`config.mk`:
```
export PLATFORM = sky130hd
export DESIGN_NAME = adcc_ctrl
export DESIGN_NICKNAME = d
export VERILOG_FILES = /design/src/include/adcc_pkg.sv /design/src/design/adcc_ctrl.sv
export VERILOG_INCLUDE_DIRS = /design/src /design/src/include
export SDC_FILE = /design/constraint.sdc
export NUM_CORES = 1
export LEC_CHECK = 0
export CAP_MARGIN = 25
export CORE_MARGIN = 2
export CORE_UTILIZATION = 50
export DETAILED_ROUTE_END_ITERATION = 10
export DONT_BUFFER_PORTS = 1
export GPL_TIMING_DRIVEN = 0
export PLACE_DENSITY = 0.68
export SLEW_MARGIN = 40
export SYNTH_ARGS = -nofsm -noshare
export SYNTH_HDL_FRONTEND = slang
export SYNTH_SLANG_ARGS = --single-unit
```
`constraint.sdc`:
```
create_clock -name clk_i -period 2.45 [get_ports clk_i]
set_input_delay 0.1225 -clock clk_i [delete_from_list [all_inputs] [get_ports clk_i]]
set_output_delay 0.1225 -clock clk_i [all_outputs]
set_load 0.005 [all_outputs]
```
`src/include/adcc_defs.svh`:
```
// Holds the address, field and timing constants of the converter control block.
// Assumes inclusion by bare name from the package and the design file.
`ifndef ADCC_DEFS_SVH
`define ADCC_DEFS_SVH
// ****************************************************************
// Register indices; the byte address is four times the index.
// ****************************************************************
`define ADCC_IDX_CTRL 12'h0F70
`define ADCC_IDX_UPPER 12'h0F72
`define ADCC_IDX_LOWER 12'h0F73
`define ADCC_ADR_MSB 13
`define ADCC_ADR_LSB 2
// ****************************************************************
// Control register fields.
// ****************************************************************
`define ADCC_GO_BIT 7
`define ADCC_VREF_BIT 5
`define ADCC_REP_BIT 4
`define ADCC_CHAN_MSB 3
`define ADCC_CHAN_LIMIT 4'hC
// ****************************************************************
// Timing figures in system clock cycles.
// ****************************************************************
`define ADCC_CONV_TIME 16'h1409
`define ADCC_REP_TIME 16'h0100
`define ADCC_IDLE_TIME 16'h00A0
`define ADCC_PWRUP_TIME 16'h0028
`define ADCC_CONV_CYC (13'(`ADCC_CONV_TIME))
`define ADCC_REP_CYC (13'(`ADCC_REP_TIME))
`define ADCC_IDLE_CYC (8'(`ADCC_IDLE_TIME))
`define ADCC_PWRUP_CYC (13'(`ADCC_PWRUP_TIME))
`endif

```
`src/include/adcc_pkg.sv`:
```
// Holds the types shared by the converter control block and its bench.
// Assumes the constant header is on the include path.
`include "adcc_defs.svh"
package adcc_pkg;
    // Sequencer phases.
    typedef enum logic [1:0] {ADCC_IDLE, ADCC_PWRUP, ADCC_CONV, ADCC_REPEAT} adcc_phase_t;
    // Classic Wishbone request from the master.
    typedef struct packed {
        logic cyc;
        logic stb;
        logic we;
        logic [31:0] adr;
        logic [3:0] sel;
        logic [31:0] dat;
    } adcc_wb_req_t;
    // Steering toward the converter core and input multiplexer.
    typedef struct packed {
        logic power;
        logic run;
        logic sample_take;
        logic vref_int_en;
        logic chan_valid;
        logic [3:0] chan;
    } adcc_core_t;
    // Whole state of the control block.
    typedef struct packed {
        adcc_phase_t fsm;
        logic go;
        logic vref;
        logic rep;
        logic [3:0] chan;
        logic powered;
        logic [12:0] cnt;
        logic [7:0] idle;
        logic [9:0] result;
        logic [1:0] low;
        logic ack;
        logic [31:0] dat;
    } adcc_state_t;
endpackage : adcc_pkg

```
`src/design/adcc_ctrl.sv`:
```
// Holds the register front end and sequencer of the converter control block.
// Assumes a classic Wishbone master and a converter core that presents its
// current sample on core_data_i whenever sample_take is high.
//
// Contract
// - Writing go one starts a conversion.
// - Go during conversion restarts it from start.
// - Go stays one until conversion finishes.
// - Writing go zero does nothing.
// - Reference bit zero enables internal reference.
// - Single shot outputs once after 5129 cycles.
// - Repeat mode updates result every 256 cycles.
// - Channel codes 0 to 11; 11xx reserved.
// - Result upper byte, low bits 7:6.
// - Upper byte invalid during single shot.
// - Repeat mode holds latest completed result.
// - Upper read latches matching low bits.
// - Result registers ignore writes.
// - Low register bits 5:0 reserved.
// - Result registers undefined after reset; this block clears them to zero.
// - Completion request on every conversion.
// - Power down after 160 idle; 40 up.
// - Repeat mode clears go after first.
`timescale 1ns/1ps
`include "adcc_defs.svh"
module adcc_ctrl (
    input wire logic clk_i,
    input wire logic rst_i,
    input wire adcc_pkg::adcc_wb_req_t wb_req_i,
    output logic wb_ack_o,
    output logic [31:0] wb_dat_o,
    input wire logic [9:0] core_data_i,
    output adcc_pkg::adcc_core_t core_o,
    output logic irq_o
);
    import adcc_pkg::*;

    // ****************************************************************
    // Decoding helpers
    // ****************************************************************

    // Tells whether a bus address selects the register at an index.
    function automatic logic reg_hit(input logic [31:0] adr, input logic [11:0] idx);
        reg_hit = (adr[`ADCC_ADR_MSB:`ADCC_ADR_LSB] == idx);
    endfunction : reg_hit

    adcc_state_t st_reg;
    adcc_state_t st_next;
    logic acc;
    logic wr_ctrl;
    logic go_wr;
    logic rd;
    logic done;
    logic phase_start;

    // ****************************************************************
    // Next-state logic
    // ****************************************************************

    // Bus decode, sequencer and register effects in one pass.
    always_comb begin
        st_next = st_reg;
        acc = wb_req_i.cyc && wb_req_i.stb && !st_reg.ack;
        rd = acc && !wb_req_i.we;
        // Result registers have no write path at all.
        wr_ctrl = acc && wb_req_i.we && wb_req_i.sel[0]
                  && reg_hit(wb_req_i.adr, `ADCC_IDX_CTRL);
        // A zero in the go bit is simply not acted on.
        go_wr = wr_ctrl && wb_req_i.dat[`ADCC_GO_BIT];
        done = ((st_reg.fsm == ADCC_CONV) || (st_reg.fsm == ADCC_REPEAT))
               && (st_reg.cnt == '0);
        st_next.ack = acc;
        case (st_reg.fsm)
            ADCC_IDLE: begin
                // Idle cycles are counted while powered.
                if (st_reg.powered) begin
                    if (st_reg.idle == `ADCC_IDLE_CYC - 8'(1)) begin
                        st_next.powered = 1'b0;
                    end else begin
                        st_next.idle = st_reg.idle + 8'(1);
                    end
                end
            end
            ADCC_PWRUP: begin
                // Power-up delay precedes the conversion.
                if (st_reg.cnt == '0) begin
                    st_next.fsm = ADCC_CONV;
                    st_next.powered = 1'b1;
                    st_next.cnt = `ADCC_CONV_CYC - 13'(1);
                end else begin
                    st_next.cnt = st_reg.cnt - 13'(1);
                end
            end
            ADCC_CONV: begin
                if (done) begin
                    // Sample taken in the completing cycle.
                    st_next.result = core_data_i;
                    // Hardware clears go at completion.
                    st_next.go = 1'b0;
                    if (st_reg.rep) begin
                        st_next.fsm = ADCC_REPEAT;
                        st_next.cnt = `ADCC_REP_CYC - 13'(1);
                    end else begin
                        st_next.fsm = ADCC_IDLE;
                        st_next.idle = '0;
                    end
                end else begin
                    st_next.cnt = st_reg.cnt - 13'(1);
                end
            end
            ADCC_REPEAT: begin
                if (done) begin
                    // Each new sample overwrites the held one.
                    st_next.result = core_data_i;
                    st_next.cnt = `ADCC_REP_CYC - 13'(1);
                end else begin
                    st_next.cnt = st_reg.cnt - 13'(1);
                end
                // Leaving repeat mode still keeps a sample that lands now, so no
                // completion pulse goes out without its result.
                if (!st_reg.rep) begin
                    st_next.fsm = ADCC_IDLE;
                    st_next.idle = '0;
                end
            end
            default: begin
                st_next.fsm = ADCC_IDLE;
            end
        endcase
        // Control register write; a restart overrides completion.
        if (wr_ctrl) begin
            st_next.vref = wb_req_i.dat[`ADCC_VREF_BIT];
            st_next.rep = wb_req_i.dat[`ADCC_REP_BIT];
            st_next.chan = wb_req_i.dat[`ADCC_CHAN_MSB:0];
        end
        if (go_wr) begin
            st_next.go = 1'b1;
            if (st_reg.powered) begin
                st_next.fsm = ADCC_CONV;
                st_next.cnt = `ADCC_CONV_CYC - 13'(1);
            end else begin
                st_next.fsm = ADCC_PWRUP;
                st_next.cnt = `ADCC_PWRUP_CYC - 13'(1);
            end
        end
        // Read data; reserved bits read as zero.
        if (acc) begin
            st_next.dat = '0;
        end
        if (rd && reg_hit(wb_req_i.adr, `ADCC_IDX_CTRL)) begin
            st_next.dat[7:0] = {st_reg.go, 1'b0, st_reg.vref, st_reg.rep, st_reg.chan};
        end
        if (rd && reg_hit(wb_req_i.adr, `ADCC_IDX_UPPER)) begin
            st_next.dat[7:0] = st_reg.result[9:2];
            st_next.low = st_reg.result[1:0];
        end
        if (rd && reg_hit(wb_req_i.adr, `ADCC_IDX_LOWER)) begin
            st_next.dat[7:0] = {st_reg.low, 6'h00};
        end
        phase_start = (st_next.fsm != st_reg.fsm) || go_wr || done;
    end

    // ****************************************************************
    // State register
    // ****************************************************************

    // Synchronous reset clears everything, results included.
    always_ff @(posedge clk_i) begin
        if (rst_i) begin
            st_reg <= '0;
        end else begin
            st_reg <= st_next;
        end
    end

    // ****************************************************************
    // Outputs
    // ****************************************************************

    // Bus answer and core steering.
    assign wb_ack_o = st_reg.ack;
    assign wb_dat_o = st_reg.dat;
    assign core_o.power = st_reg.powered || (st_reg.fsm == ADCC_PWRUP);
    assign core_o.run = (st_reg.fsm == ADCC_CONV) || (st_reg.fsm == ADCC_REPEAT);
    assign core_o.sample_take = done;
    assign core_o.vref_int_en = !st_reg.vref;
    assign core_o.chan_valid = (st_reg.chan < `ADCC_CHAN_LIMIT);
    assign core_o.chan = st_reg.chan;
    assign irq_o = done;

    // Counts cycles since the current phase or sample period began.
    logic [12:0] hlp_reg;
    always_ff @(posedge clk_i) begin
        if (rst_i || phase_start) begin
            hlp_reg <= '0;
        end else begin
            hlp_reg <= hlp_reg + 13'(1);
        end
    end
endmodule : adcc_ctrl

```
Word level (Yosys, flattened, before mapping)
Cells that the tools add are included.
- register bits after elaboration: 52
- output and inout port bits: 43
- word-level logic and storage cells: 95
- add/subtract/negate cells: 2
- magnitude comparators: 1
- equal/unequal tests: 16
- mux-type cells: 30
- reduce and logical (&&, ||, !) cells: 33
- operators with widths (operator ; count):
    $mux 13 ; 6
    $mux 8 ; 7
    $pmux 13 s3 ; 1
    $eq 12x12->1 const B ; 3
    $pmux 8 s3 ; 1
    $pmux 10 s2 ; 1
    $mux 18 ; 1
    $logic_not 13->1 ; 1
    $sub 13x1->13 const B ; 1
    $logic_and 1x1->1 ; 11
    $mux 10 ; 1
    $ne 2x2->1 const B ; 5
    $ne 3x3->1 const B ; 3
    $add 8x1->8 const B ; 1
    $eq 8x8->1 const B ; 1
    $mux 2 ; 4
    $reduce_and 4->1 ; 2
    $reduce_bool 2->1 ; 4
    $reduce_bool 4->1 ; 2
    $mux 3 ; 2
    $pmux 2 s3 ; 1
    $reduce_and 2->1 ; 3
    $reduce_bool 3->1 ; 2
    $eq 2x2->1 const B ; 2
    10 further kinds ; 16

Depth between registers and ports, before layout
Gate-level depths: netlist of run 1.
- depth in word-level cells: 8
- depth in mapped cells: 10
- depth with buffers taken out: 8

Worst setup path before layout of run 1
No wires, ideal clock.
- kind: register to register
- start point: register st_reg[53] (netlist bit)
- end point: register st_reg[61] (netlist bit)
- arrival: 2.027 ns
- path slack: 0.299 ns
- cell stages (with the launch flop): 9
- buffers on the path: 1
- period minus slack after synthesis: 2.151 ns
- path through: dfxtp_1 inv_1 ha_1 or3b_2 or3_1 clkbuf_1 or3_1 a31oi_1 o32ai_1
- word-level cells in the longest chain between the ends: 5
- ends and longest elaborated chain (what ; line ; text):
    from (decl) ; adcc_ctrl.sv:47 ; adcc_state_t st_reg;
    from (signal assigned) ; adcc_ctrl.sv:172 ; st_reg <= st_next;
    parallel branches: the longest is 5 deep, another holds $sub 13x1->13 ; - ;
Parallel ways; which one is timed is not known.
A chain may end at the register's enable or synchronous reset.

Final worst setup path of run 1
- start point: register st_reg[53] (netlist bit)
- end point: output port core_o[6] (netlist bit)
- word-level cells in the longest chain between the ends: 2
- ends and longest elaborated chain (what ; line ; text):
    $logic_not 13->1 ; adcc_ctrl.sv:71 ; && (st_reg.cnt == '0);
    $logic_and 1x1->1 ; adcc_ctrl.sv:71 ;
    to (decl) ; adcc_ctrl.sv:33 ; output adcc_pkg::adcc_core_t core_o,
No other way between the ends.

==> impl_metrics.py, run 1 <==
metrics = {
    "logic_synthesis": {
        "synthCells": 350,
        "ys_warn_count": 0,
        "synth.area.top_cells": "dfxtp_1 (37%), buf_4 (9.9%), nand2_1 (6.7%)",
        "synthDominantCellAreaShare": 0.371,
        "synth_cell_types": 53,
        "syn_area_per_cell_um2": 8.03,
        "synth_area_leader_cell": "dfxtp_1",
        "syn_area_um2": 2810,
        "async_flop_share": 0,
        "ys_seq_area_frac": 0.371,
        "synth_edf_count": 0,
        "ys_ff_latch": 52,
        "synth_flop_cell": "dfxtp_1",
    },
    "worst_setup_path": {
        "crit_chain": "inv_1 -> ha_1 -> nor4b_4 -> and3_1 -> buf_2 -> nand2_4 -> inv_1 -> clkbuf_4 -> buf_4",
        "cpPeakStageDelay_ps": 360,
        "crit_fanout": 11,
        "required_ps": 2330,
        "cp_slowest_cell": "dfxtp_1",
        "crit_top_cell": "inv_1",
        "path_class": "reg -> out",
        "critPathCaptureType": "output port",
        "arrival_ps": 2180,
        "worst_setup_path_start_kind": "flip-flop",
    },
    "worst_hold_path": {
        "hold_path.class": "in -> reg",
    },
    "drt": {
        "drt_pre_antenna_iters": 4,
        "drt-vias-per-instance": 5.38,
        "ant_nets": 0,
        "drt-initial-drc-count": 157,
        "wire_per_inst_um": 14.3,
        "vias": 2538,
        "routed_wirelength_mm": 6.76,
        "drc": 0,
    },
    "clock_tree": {
        "tritoncts": "yes",
        "insertion_delay_ps": 310,
        "cts_buffers": 5,
        "clockBufferDepth": 2,
        "htreeDepth": 2,
        "path_clk_slew_ps": 90,
        "cts.sinks": 52,
        "root_buffer": "clkbuf_8",
    },
    "timing": {
        "grt_setup_unrepaired": "false",
        "setup_violations": 0,
        "worstMarginPinSlew_ps": 675,
        "period_needed_ps": 2300,
        "finClkSkew_ps": 9.47,
        "slew_headroom": 0.547,
        "final.period_utilization": 0.940,
        "max_freq_mhz": 434,
        "hold_ws_ps": 91.2,
        "report.final.hold_viol_count": 0,
        "final_max_slew_viol_count": 0,
        "finalWorstSetupSlack_ps": 146,
    },
    "cells_and_area": {
        "final_common_cell": "dfxtp_1",
        "final_core_util": 0.606,
        "final_cell_mix": "dfxtp_1 (52), nand2_1 (49), buf_4 (43)",
        "stdcell_count": 472,
        "area_growth_pct": 18.1,
        "n_antenna_cell": 0,
        "largest_reg_flops": 39,
        "nNetsFinal": 485,
        "layout-drive-gt1-share": 0.183,
        "nFillCells": 522,
    },
    "place": {
        "dpl.cell_count": 445,
        "portBuffers": 0,
        "post-place-ws_ps": -23.0,
        "place.gp.congestion": 0.869,
        "dp_hpwl_mm": 4.65,
    },
    "power": {
        "p_total_w": 0.00145,
        "power.density_nw_per_um2": 436,
        "power_leakage_nw": 1.39,
        "peakVddDrop_v": 0.000302,
    },
    "floorplan": {
        "io-pin-count": 126,
        "fp.dieW_um": 79.0,
        "dieArea_um2": 6230,
        "die_h_um": 79.0,
        "fp.coreArea_um2": 5470,
        "num_rows": 27,
        "initial_core_util": 0.513,
    },
    "global_routing": {
        "overflow": 0,
        "grt_max_degree": 19,
        "grt_pass1_wl_mm": 10.5,
        "antenna_found_initial": 0,
        "grtUsageTotal": 0.216,
        "grt_pass1_vias": 2208,
    },
    "flow_run": {
        "maxCapViolCount": 0,
    },
    "outcome": {
        "outcome": "completed",
    },
}
==> cells by family after synthesis <==
family                     count (synthesis)  share of synthesized area
other                                      1                    0.00134
muxes                                     12                     0.0432
AOI/OAI and AO/OA                         74                      0.163
adders and majority gates                  3                     0.0134
buffers and inverters                     66                      0.139
xor gates and xnor gates                   7                     0.0218
and+or+nand+nor                          135                      0.247
DFF                                       52                      0.371
==> layout make-up <==
class / count / area [µm²] / share of cell area
multi-input combinational: 255 / 1500 / 0.453
sequential: 52 / 1040 / 0.314
buffer: 52 / 342 / 0.103
timing repair buffer: 22 / 205 / 0.0619
tap: 72 / 90.1 / 0.0272
clock buffer: 5 / 68.8 / 0.0207
inverter: 11 / 41.3 / 0.0124
clock inverter: 3 / 27.5 / 0.00830
==> per-layer routing <==
| layer | global-route usage | up-vias | wire (µm) | part of all wire |
|---|---|---|---|---|
| met5 | 0 | - | 0 | 0 |
| met4 | 0.0621 | 0 | 101 | 0.015 |
| met3 | 0.0398 | 8 | 564 | 0.083 |
| met2 | 0.365 | 105 | 3190 | 0.47 |
| met1 | 0.282 | 1161 | 2900 | 0.43 |
| li1 | - | 1264 | - | - |
==> report_power, final <==
group	total (W)	switching, W	internal, W
clock	0.000511	0.000301	0.000210
combinational	0.0000909	0.0000419	0.0000491
sequential	0.000846	0.000000428	0.000845
total	0.00145	0.000343	0.00110
==> synthesized netlist by cell type (4+ instances only) <==
| cell type | n |
|---|---|
| dfxtp_1 | 52 |
| nand2_1 | 50 |
| buf_4 | 37 |
| nor2_1 | 30 |
| a21oi_1 | 28 |
| clkbuf_1 | 14 |
| inv_1 | 11 |
| mux2i_1 | 11 |
| a22oi_1 | 10 |
| a31oi_1 | 10 |
| nand4_1 | 9 |
| o21ai_0 | 9 |
| and3_1 | 6 |
| xor2_1 | 6 |
| nand3_1 | 5 |
| buf_2 | 4 |
| nor3_1 | 4 |
| or3_1 | 4 |
==> per-stage QoR <==
| stage | instance area [µm²] | TNS, ps |
|---|---|---|
| floorplan | 2900 | 0 |
| global placement | 2990 | -113 |
| finish | 3320 | 0 |
| global route | 3320 | 0 |
| detailed placement | 2990 | -39.8 |
| CTS | 3280 | 0 |
==> final timing paths <==
check	startpoint	to	slack, ps	cells past startpoint
max	st_reg[53]	core_o[6]	150	9
min	wb_req_i[38]	wb_dat_o[7]	90	3
max reg2reg	st_reg[53]	st_reg[61]	160	7
min reg2reg	wb_dat_o[0]	wb_dat_o[0]	460	2
==> repair_timing <==
action | 4_1_cts | 5_1_grt
pin swaps | 1 | 2
hold buffers | 16 | 0
setup buffers | 1 | 5
gates resized for setup | 3 | 4
endpoints found under the setup margin | 12 | 14
hold endpoints to repair | 16 | 0
==> critical path, delay by kind of cell (launching register included) <==
family	cells	cell delay, ps
fa+ha+maj	1	160
flops	1	360
buf+inv	5	750
simple gates	3	590
(Power assumes the default switching activity.)
==> run 2, diff against run 1 <==
CORE_UTILIZATION = 45   (was 50)
PLACE_DENSITY = 0.63   (was 0.68)
clock period = 2.9 ns   (was 2.45 ns; I/O delays follow)
==> impl_metrics.py, run 2 (same netlist as run 1, synthesis figures left out) <==
metrics = {
    "outcome": {
        "outcome": "completed",
    },
    "clock_tree": {
        "root_buffer": "clkbuf_8",
        "path_clk_slew_ps": 100,
        "htreeDepth": 2,
        "cts_buffers": 5,
        "clockBufferDepth": 2,
        "cts.sinks": 52,
        "tritoncts": "yes",
        "insertion_delay_ps": 320,
    },
    "cells_and_area": {
        "stdcell_count": 471,
        "layout-drive-gt1-share": 0.162,
        "final_cell_mix": "dfxtp_1 (52), nand2_1 (50), buf_4 (37)",
        "n_antenna_cell": 0,
        "final_common_cell": "dfxtp_1",
        "area_growth_pct": 15.7,
        "design_area_um2": 3250,
        "nNetsFinal": 481,
        "largest_reg_flops": 39,
    },
    "timing": {
        "setup_tns_ps": 0,
        "grt_setup_unrepaired": "false",
        "hold_ws_ps": 13.9,
        "slew_headroom": 0.532,
        "setup_violations": 0,
        "max_freq_mhz": 366,
        "final_max_slew_viol_count": 0,
        "period_needed_ps": 2730,
        "finClkSkew_ps": 17.0,
        "worstMarginPinSlew_ps": 696,
        "final.period_utilization": 0.942,
        "report.final.hold_viol_count": 0,
    },
    "place": {
        "dp_hpwl_mm": 4.91,
        "dpl_cell_area_um2": 2990,
        "dpl.cell_count": 448,
        "portBuffers": 0,
        "place.gp.congestion": 0.840,
    },
    "drt": {
        "drt-vias-per-instance": 5.32,
        "wire_per_inst_um": 14.4,
        "drt-initial-drc-count": 146,
        "drt_pre_antenna_iters": 4,
        "vias": 2504,
        "routed_wirelength_mm": 6.78,
        "ant_nets": 0,
        "drc": 0,
    },
    "worst_setup_path": {
        "worst_setup_path_start_kind": "flip-flop",
        "crit_fanout": 11,
        "path_class": "reg -> out",
        "required_ps": 2760,
        "arrival_ps": 2590,
        "critPathCaptureType": "output port",
    },
    "floorplan": {
        "initial_core_util": 0.469,
        "die_h_um": 83.0,
        "num_rows": 28,
        "io-pin-count": 126,
        "dieArea_um2": 6890,
        "fp.coreArea_um2": 5990,
        "fp.dieW_um": 83.0,
    },
    "global_routing": {
        "grt_max_degree": 19,
        "grt_pass1_wl_mm": 11.4,
        "grt_pass1_vias": 2367,
        "antenna_found_initial": 0,
        "grtUsageTotal": 0.198,
        "overflow": 0,
    },
    "worst_hold_path": {
        "hold_path.class": "in -> reg",
    },
    "power": {
        "peakVddDrop_v": 0.000286,
        "power_leakage_nw": 1.36,
        "power.density_nw_per_um2": 379,
    },
    "flow_run": {
        "maxCapViolCount": 0,
    },
}
run 2: cell count changes in the layout (fill, tap and decap cells not counted):
cell and change:
nand2_1 +1, dlygate4sd3_1 -1, nor4_4 -1, ha_1 +1
buf_4 -6, buf_2 +1, clkbuf_1 +3, clkbuf_4 -1
ha_2 -1, nand2_4 -1, nor4_1 +1
run 2: routing by layer:
metal  part of all wire  track usage  vias to the layer above
met5                  0            0                        -
met4             0.0085       0.0551                        0
met3              0.071       0.0358                        6
met2               0.47        0.322                       91
met1               0.45        0.269                     1149
li1                   -            -                     1258
run 2: power by group:
group	switching [W]	leakage, nW	internal, W
sequential	0.000000343	0.419	0.000714
clock	0.000263	0.0463	0.000178
combinational	0.0000349	0.891	0.0000405
total	0.000299	1.36	0.000932
run 2: final timing paths:
path,startpoint,end,slack [ps],depth (start not counted)
min,wb_req_i[5],st_reg[72],10,2
min reg2reg,wb_dat_o[7],wb_dat_o[7],460,2
max,st_reg[57],core_o[6],170,7
max reg2reg,wb_ack_o,st_reg[61],460,7
run 2: timing repair:
item                                    in CTS  in global routing
endpoints found under the setup margin       0                  1
hold buffers                                15                  0
hold endpoints to repair                    15                  0
gates resized for setup                      0                  1
setup buffers                                0                  0
run 2: critical path: stages, from the launching register on:
cell	delay, ps
dfxtp_1	380
nor4_1	650
and3_1	240
buf_2	200
nand2_1	250
inv_1	130
buf_2	260
buf_4	170
run 2: cell type report:
class                      count  area [µm²]
clock inverter                 3        27.5
buffer                        55         350
inverter                      11        41.3
tap                           75        93.8
fill                         584        2740
sequential                    52        1040
timing repair buffer          15         150
clock buffer                   5        68.8
multi-input combinational    255        1480
run 2: through the flow:
step                      setup slack [ps]  power (W)   util
after global routing                  18.3    0.00128  0.542
final                                  168    0.00123  0.542
after CTS                             42.5    0.00125  0.541
after floorplan                        749   0.000780      -
after detailed placement               386   0.000788  0.500
after global placement                 295   0.000788  0.499
==> run 3, diff against run 2 <==
--- a/config.mk
+++ b/config.mk
@@ -11,2 +11,3 @@
 export CORE_UTILIZATION = 45
+export CTS_BUF_LIST = sky130_fd_sc_hd__clkbuf_8 sky130_fd_sc_hd__clkbuf_16
 export DETAILED_ROUTE_END_ITERATION = 10
@@ -14,3 +15,3 @@
 export GPL_TIMING_DRIVEN = 0
-export PLACE_DENSITY = 0.63
+export PLACE_DENSITY = 0.65
 export SLEW_MARGIN = 40
==> constraint.sdc (replaced) <==
create_clock -name clk_i -period 2.35 [get_ports clk_i]
set_input_delay 0.1175 -clock clk_i [delete_from_list [all_inputs] [get_ports clk_i]]
set_output_delay 0.1175 -clock clk_i [all_outputs]
set_load 0.1 [all_outputs]
==> impl_metrics.py, run 3 (same netlist as run 1, synthesis figures left out) <==
metrics = {
    "cells_and_area": {
        "area_growth_pct": 21.7,
        "nNetsFinal": 485,
        "n_antenna_cell": 0,
        "layout-drive-gt1-share": 0.198,
        "final_cell_mix": "dfxtp_1 (51), nand2_1 (48), buf_4 (41)",
        "design_area_um2": 3420,
        "regArea_um2": 1040,
        "nFillCells": 549,
        "largest_reg_flops": 39,
        "multi_input_area_um2": 1540,
        "final_common_cell": "dfxtp_1",
        "final_core_util": 0.571,
    },
    "worst_setup_path": {
        "path_delay_family": "buffers and inverters",
        "arrival_ps": 2160,
        "crit_fanout": 9,
        "critPathCaptureType": "output port",
        "path_class": "reg -> out",
        "worst_setup_path_start_kind": "flip-flop",
        "crit_chain": "inv_1 -> ha_1 -> nor4b_4 -> and3_1 -> buf_4 -> nand2_4 -> inv_4 -> buf_12 -> buf_16",
        "required_ps": 2230,
        "cp_slowest_cell": "dfxtp_1",
        "cpPeakStageDelay_ps": 360,
        "cp_num_buf_inv": 5,
    },
    "global_routing": {
        "grtUsageTotal": 0.196,
        "antenna_found_initial": 0,
        "overflow": 0,
        "grt_max_degree": 18,
        "grt_pass1_vias": 2265,
        "grt_pass1_wl_mm": 11.1,
    },
    "drt": {
        "drt_pre_antenna_iters": 5,
        "routed_wirelength_mm": 6.81,
        "vias": 2544,
        "drc": 0,
        "wire_per_inst_um": 14.3,
        "drt-initial-drc-count": 130,
        "ant_nets": 0,
        "drt-vias-per-instance": 5.36,
    },
    "place": {
        "place.gp.congestion": 0.856,
        "portBuffers": 0,
        "dp_hpwl_mm": 4.73,
        "dpl_cell_area_um2": 3000,
    },
    "power": {
        "peakVddDrop_v": 0.000363,
        "p_total_w": 0.00168,
        "power.density_nw_per_um2": 490,
        "power_leakage_nw": 1.42,
    },
    "timing": {
        "final_max_slew_viol_count": 0,
        "slew_headroom": 0.428,
        "report.final.hold_viol_count": 0,
        "grt_setup_unrepaired": "true",
        "setup_violations": 0,
        "final.period_utilization": 0.970,
        "max_freq_mhz": 439,
        "period_needed_ps": 2280,
        "finClkSkew_ps": 7.73,
        "worstMarginPinSlew_ps": 860,
        "setup_tns_ps": 0,
        "hold_ws_ps": 90.1,
    },
    "clock_tree": {
        "htreeDepth": 2,
        "clockBufferDepth": 2,
        "path_clk_slew_ps": 100,
        "insertion_delay_ps": 310,
        "cts.sinks": 52,
        "tritoncts": "yes",
        "cts_buffers": 5,
        "root_buffer": "clkbuf_8",
    },
    "floorplan": {
        "fp.dieW_um": 83.0,
        "initial_core_util": 0.469,
        "fp.coreArea_um2": 5990,
        "die_h_um": 83.0,
        "io-pin-count": 126,
        "dieArea_um2": 6890,
        "num_rows": 28,
    },
    "worst_hold_path": {
        "hold_path.class": "in -> reg",
    },
    "outcome": {
        "outcome": "completed",
    },
    "flow_run": {
        "maxCapViolCount": 0,
    },
}
==> run 3: cell types whose count changed in the layout (fill, tap and decap cells not counted), moves of 2 or more <==
| cell | delta |
|---|---|
| buf_4 | +4 |
| clkbuf_1 | -3 |
| nor4_4 | +2 |
| buf_2 | -2 |
| nand2_1 | -2 |
| nor4_1 | -2 |
==> run 3: path summary, 6_finish.rpt <==
| check | start | to | slack [ps] | depth (start not counted) |
|---|---|---|---|---|
| min reg2reg | wb_dat_o[3] | wb_dat_o[3] | 460 | 2 |
| max | st_reg[53] | core_o[6] | 70 | 9 |
| min | wb_req_i[38] | wb_dat_o[7] | 90 | 3 |
| max reg2reg | st_reg[53] | st_reg[61] | 100 | 7 |
==> run 3: cell type report <==
cell class | instances | share of cell area
multi-input cells | 255 | 0.451
flip-flops and latches | 52 | 0.306
plain buffers | 53 | 0.112
repair buffers | 21 | 0.0652
well taps | 75 | 0.0275
clock buffers | 5 | 0.0201
inverters | 11 | 0.0128
clock inverters | 3 | 0.00659
==> run 3: power by group <==
group / internal (W) / switching [W]
sequential: 0.000881 / 0.00000540
combinational: 0.0000540 / 0.000202
clock: 0.000214 / 0.000319
==> run 3: tightest hold or removal path, delay by kind of cell <==
family | cells | cell delay (ps)
AO/OA/AOI/OAI | 2 | 200
AND/OR/NAND/NOR | 1 | 60
==> run 3: repair_timing <==
action | 4_1_cts | 5_1_grt
buffers inserted | 4 | 0
endpoints found under the hold margin | 16 | 0
gates cloned | 1 | 0
hold buffers | 16 | 0
pin swaps | 2 | 0
resized for setup | 13 | 10
endpoints found under the setup margin | 31 | 20
==> run 3: per-layer routing <==
layer / vias up / GRT usage / wire length, µm
met5: - / 0 / 0
met4: 0 / 0.0700 / 126
met3: 11 / 0.0388 / 514
met2: 113 / 0.312 / 3150
met1: 1159 / 0.265 / 3020
li1: 1261 / - / -
==> run 3: metrics by stage <==
step | setup WS, ps | cells
floorplan | 11.4 | 373
global placement | -430 | 448
detailed placement | -447 | 448
CTS | 9.26 | 476
global route | -78.9 | 475
finish | 71.2 | 475
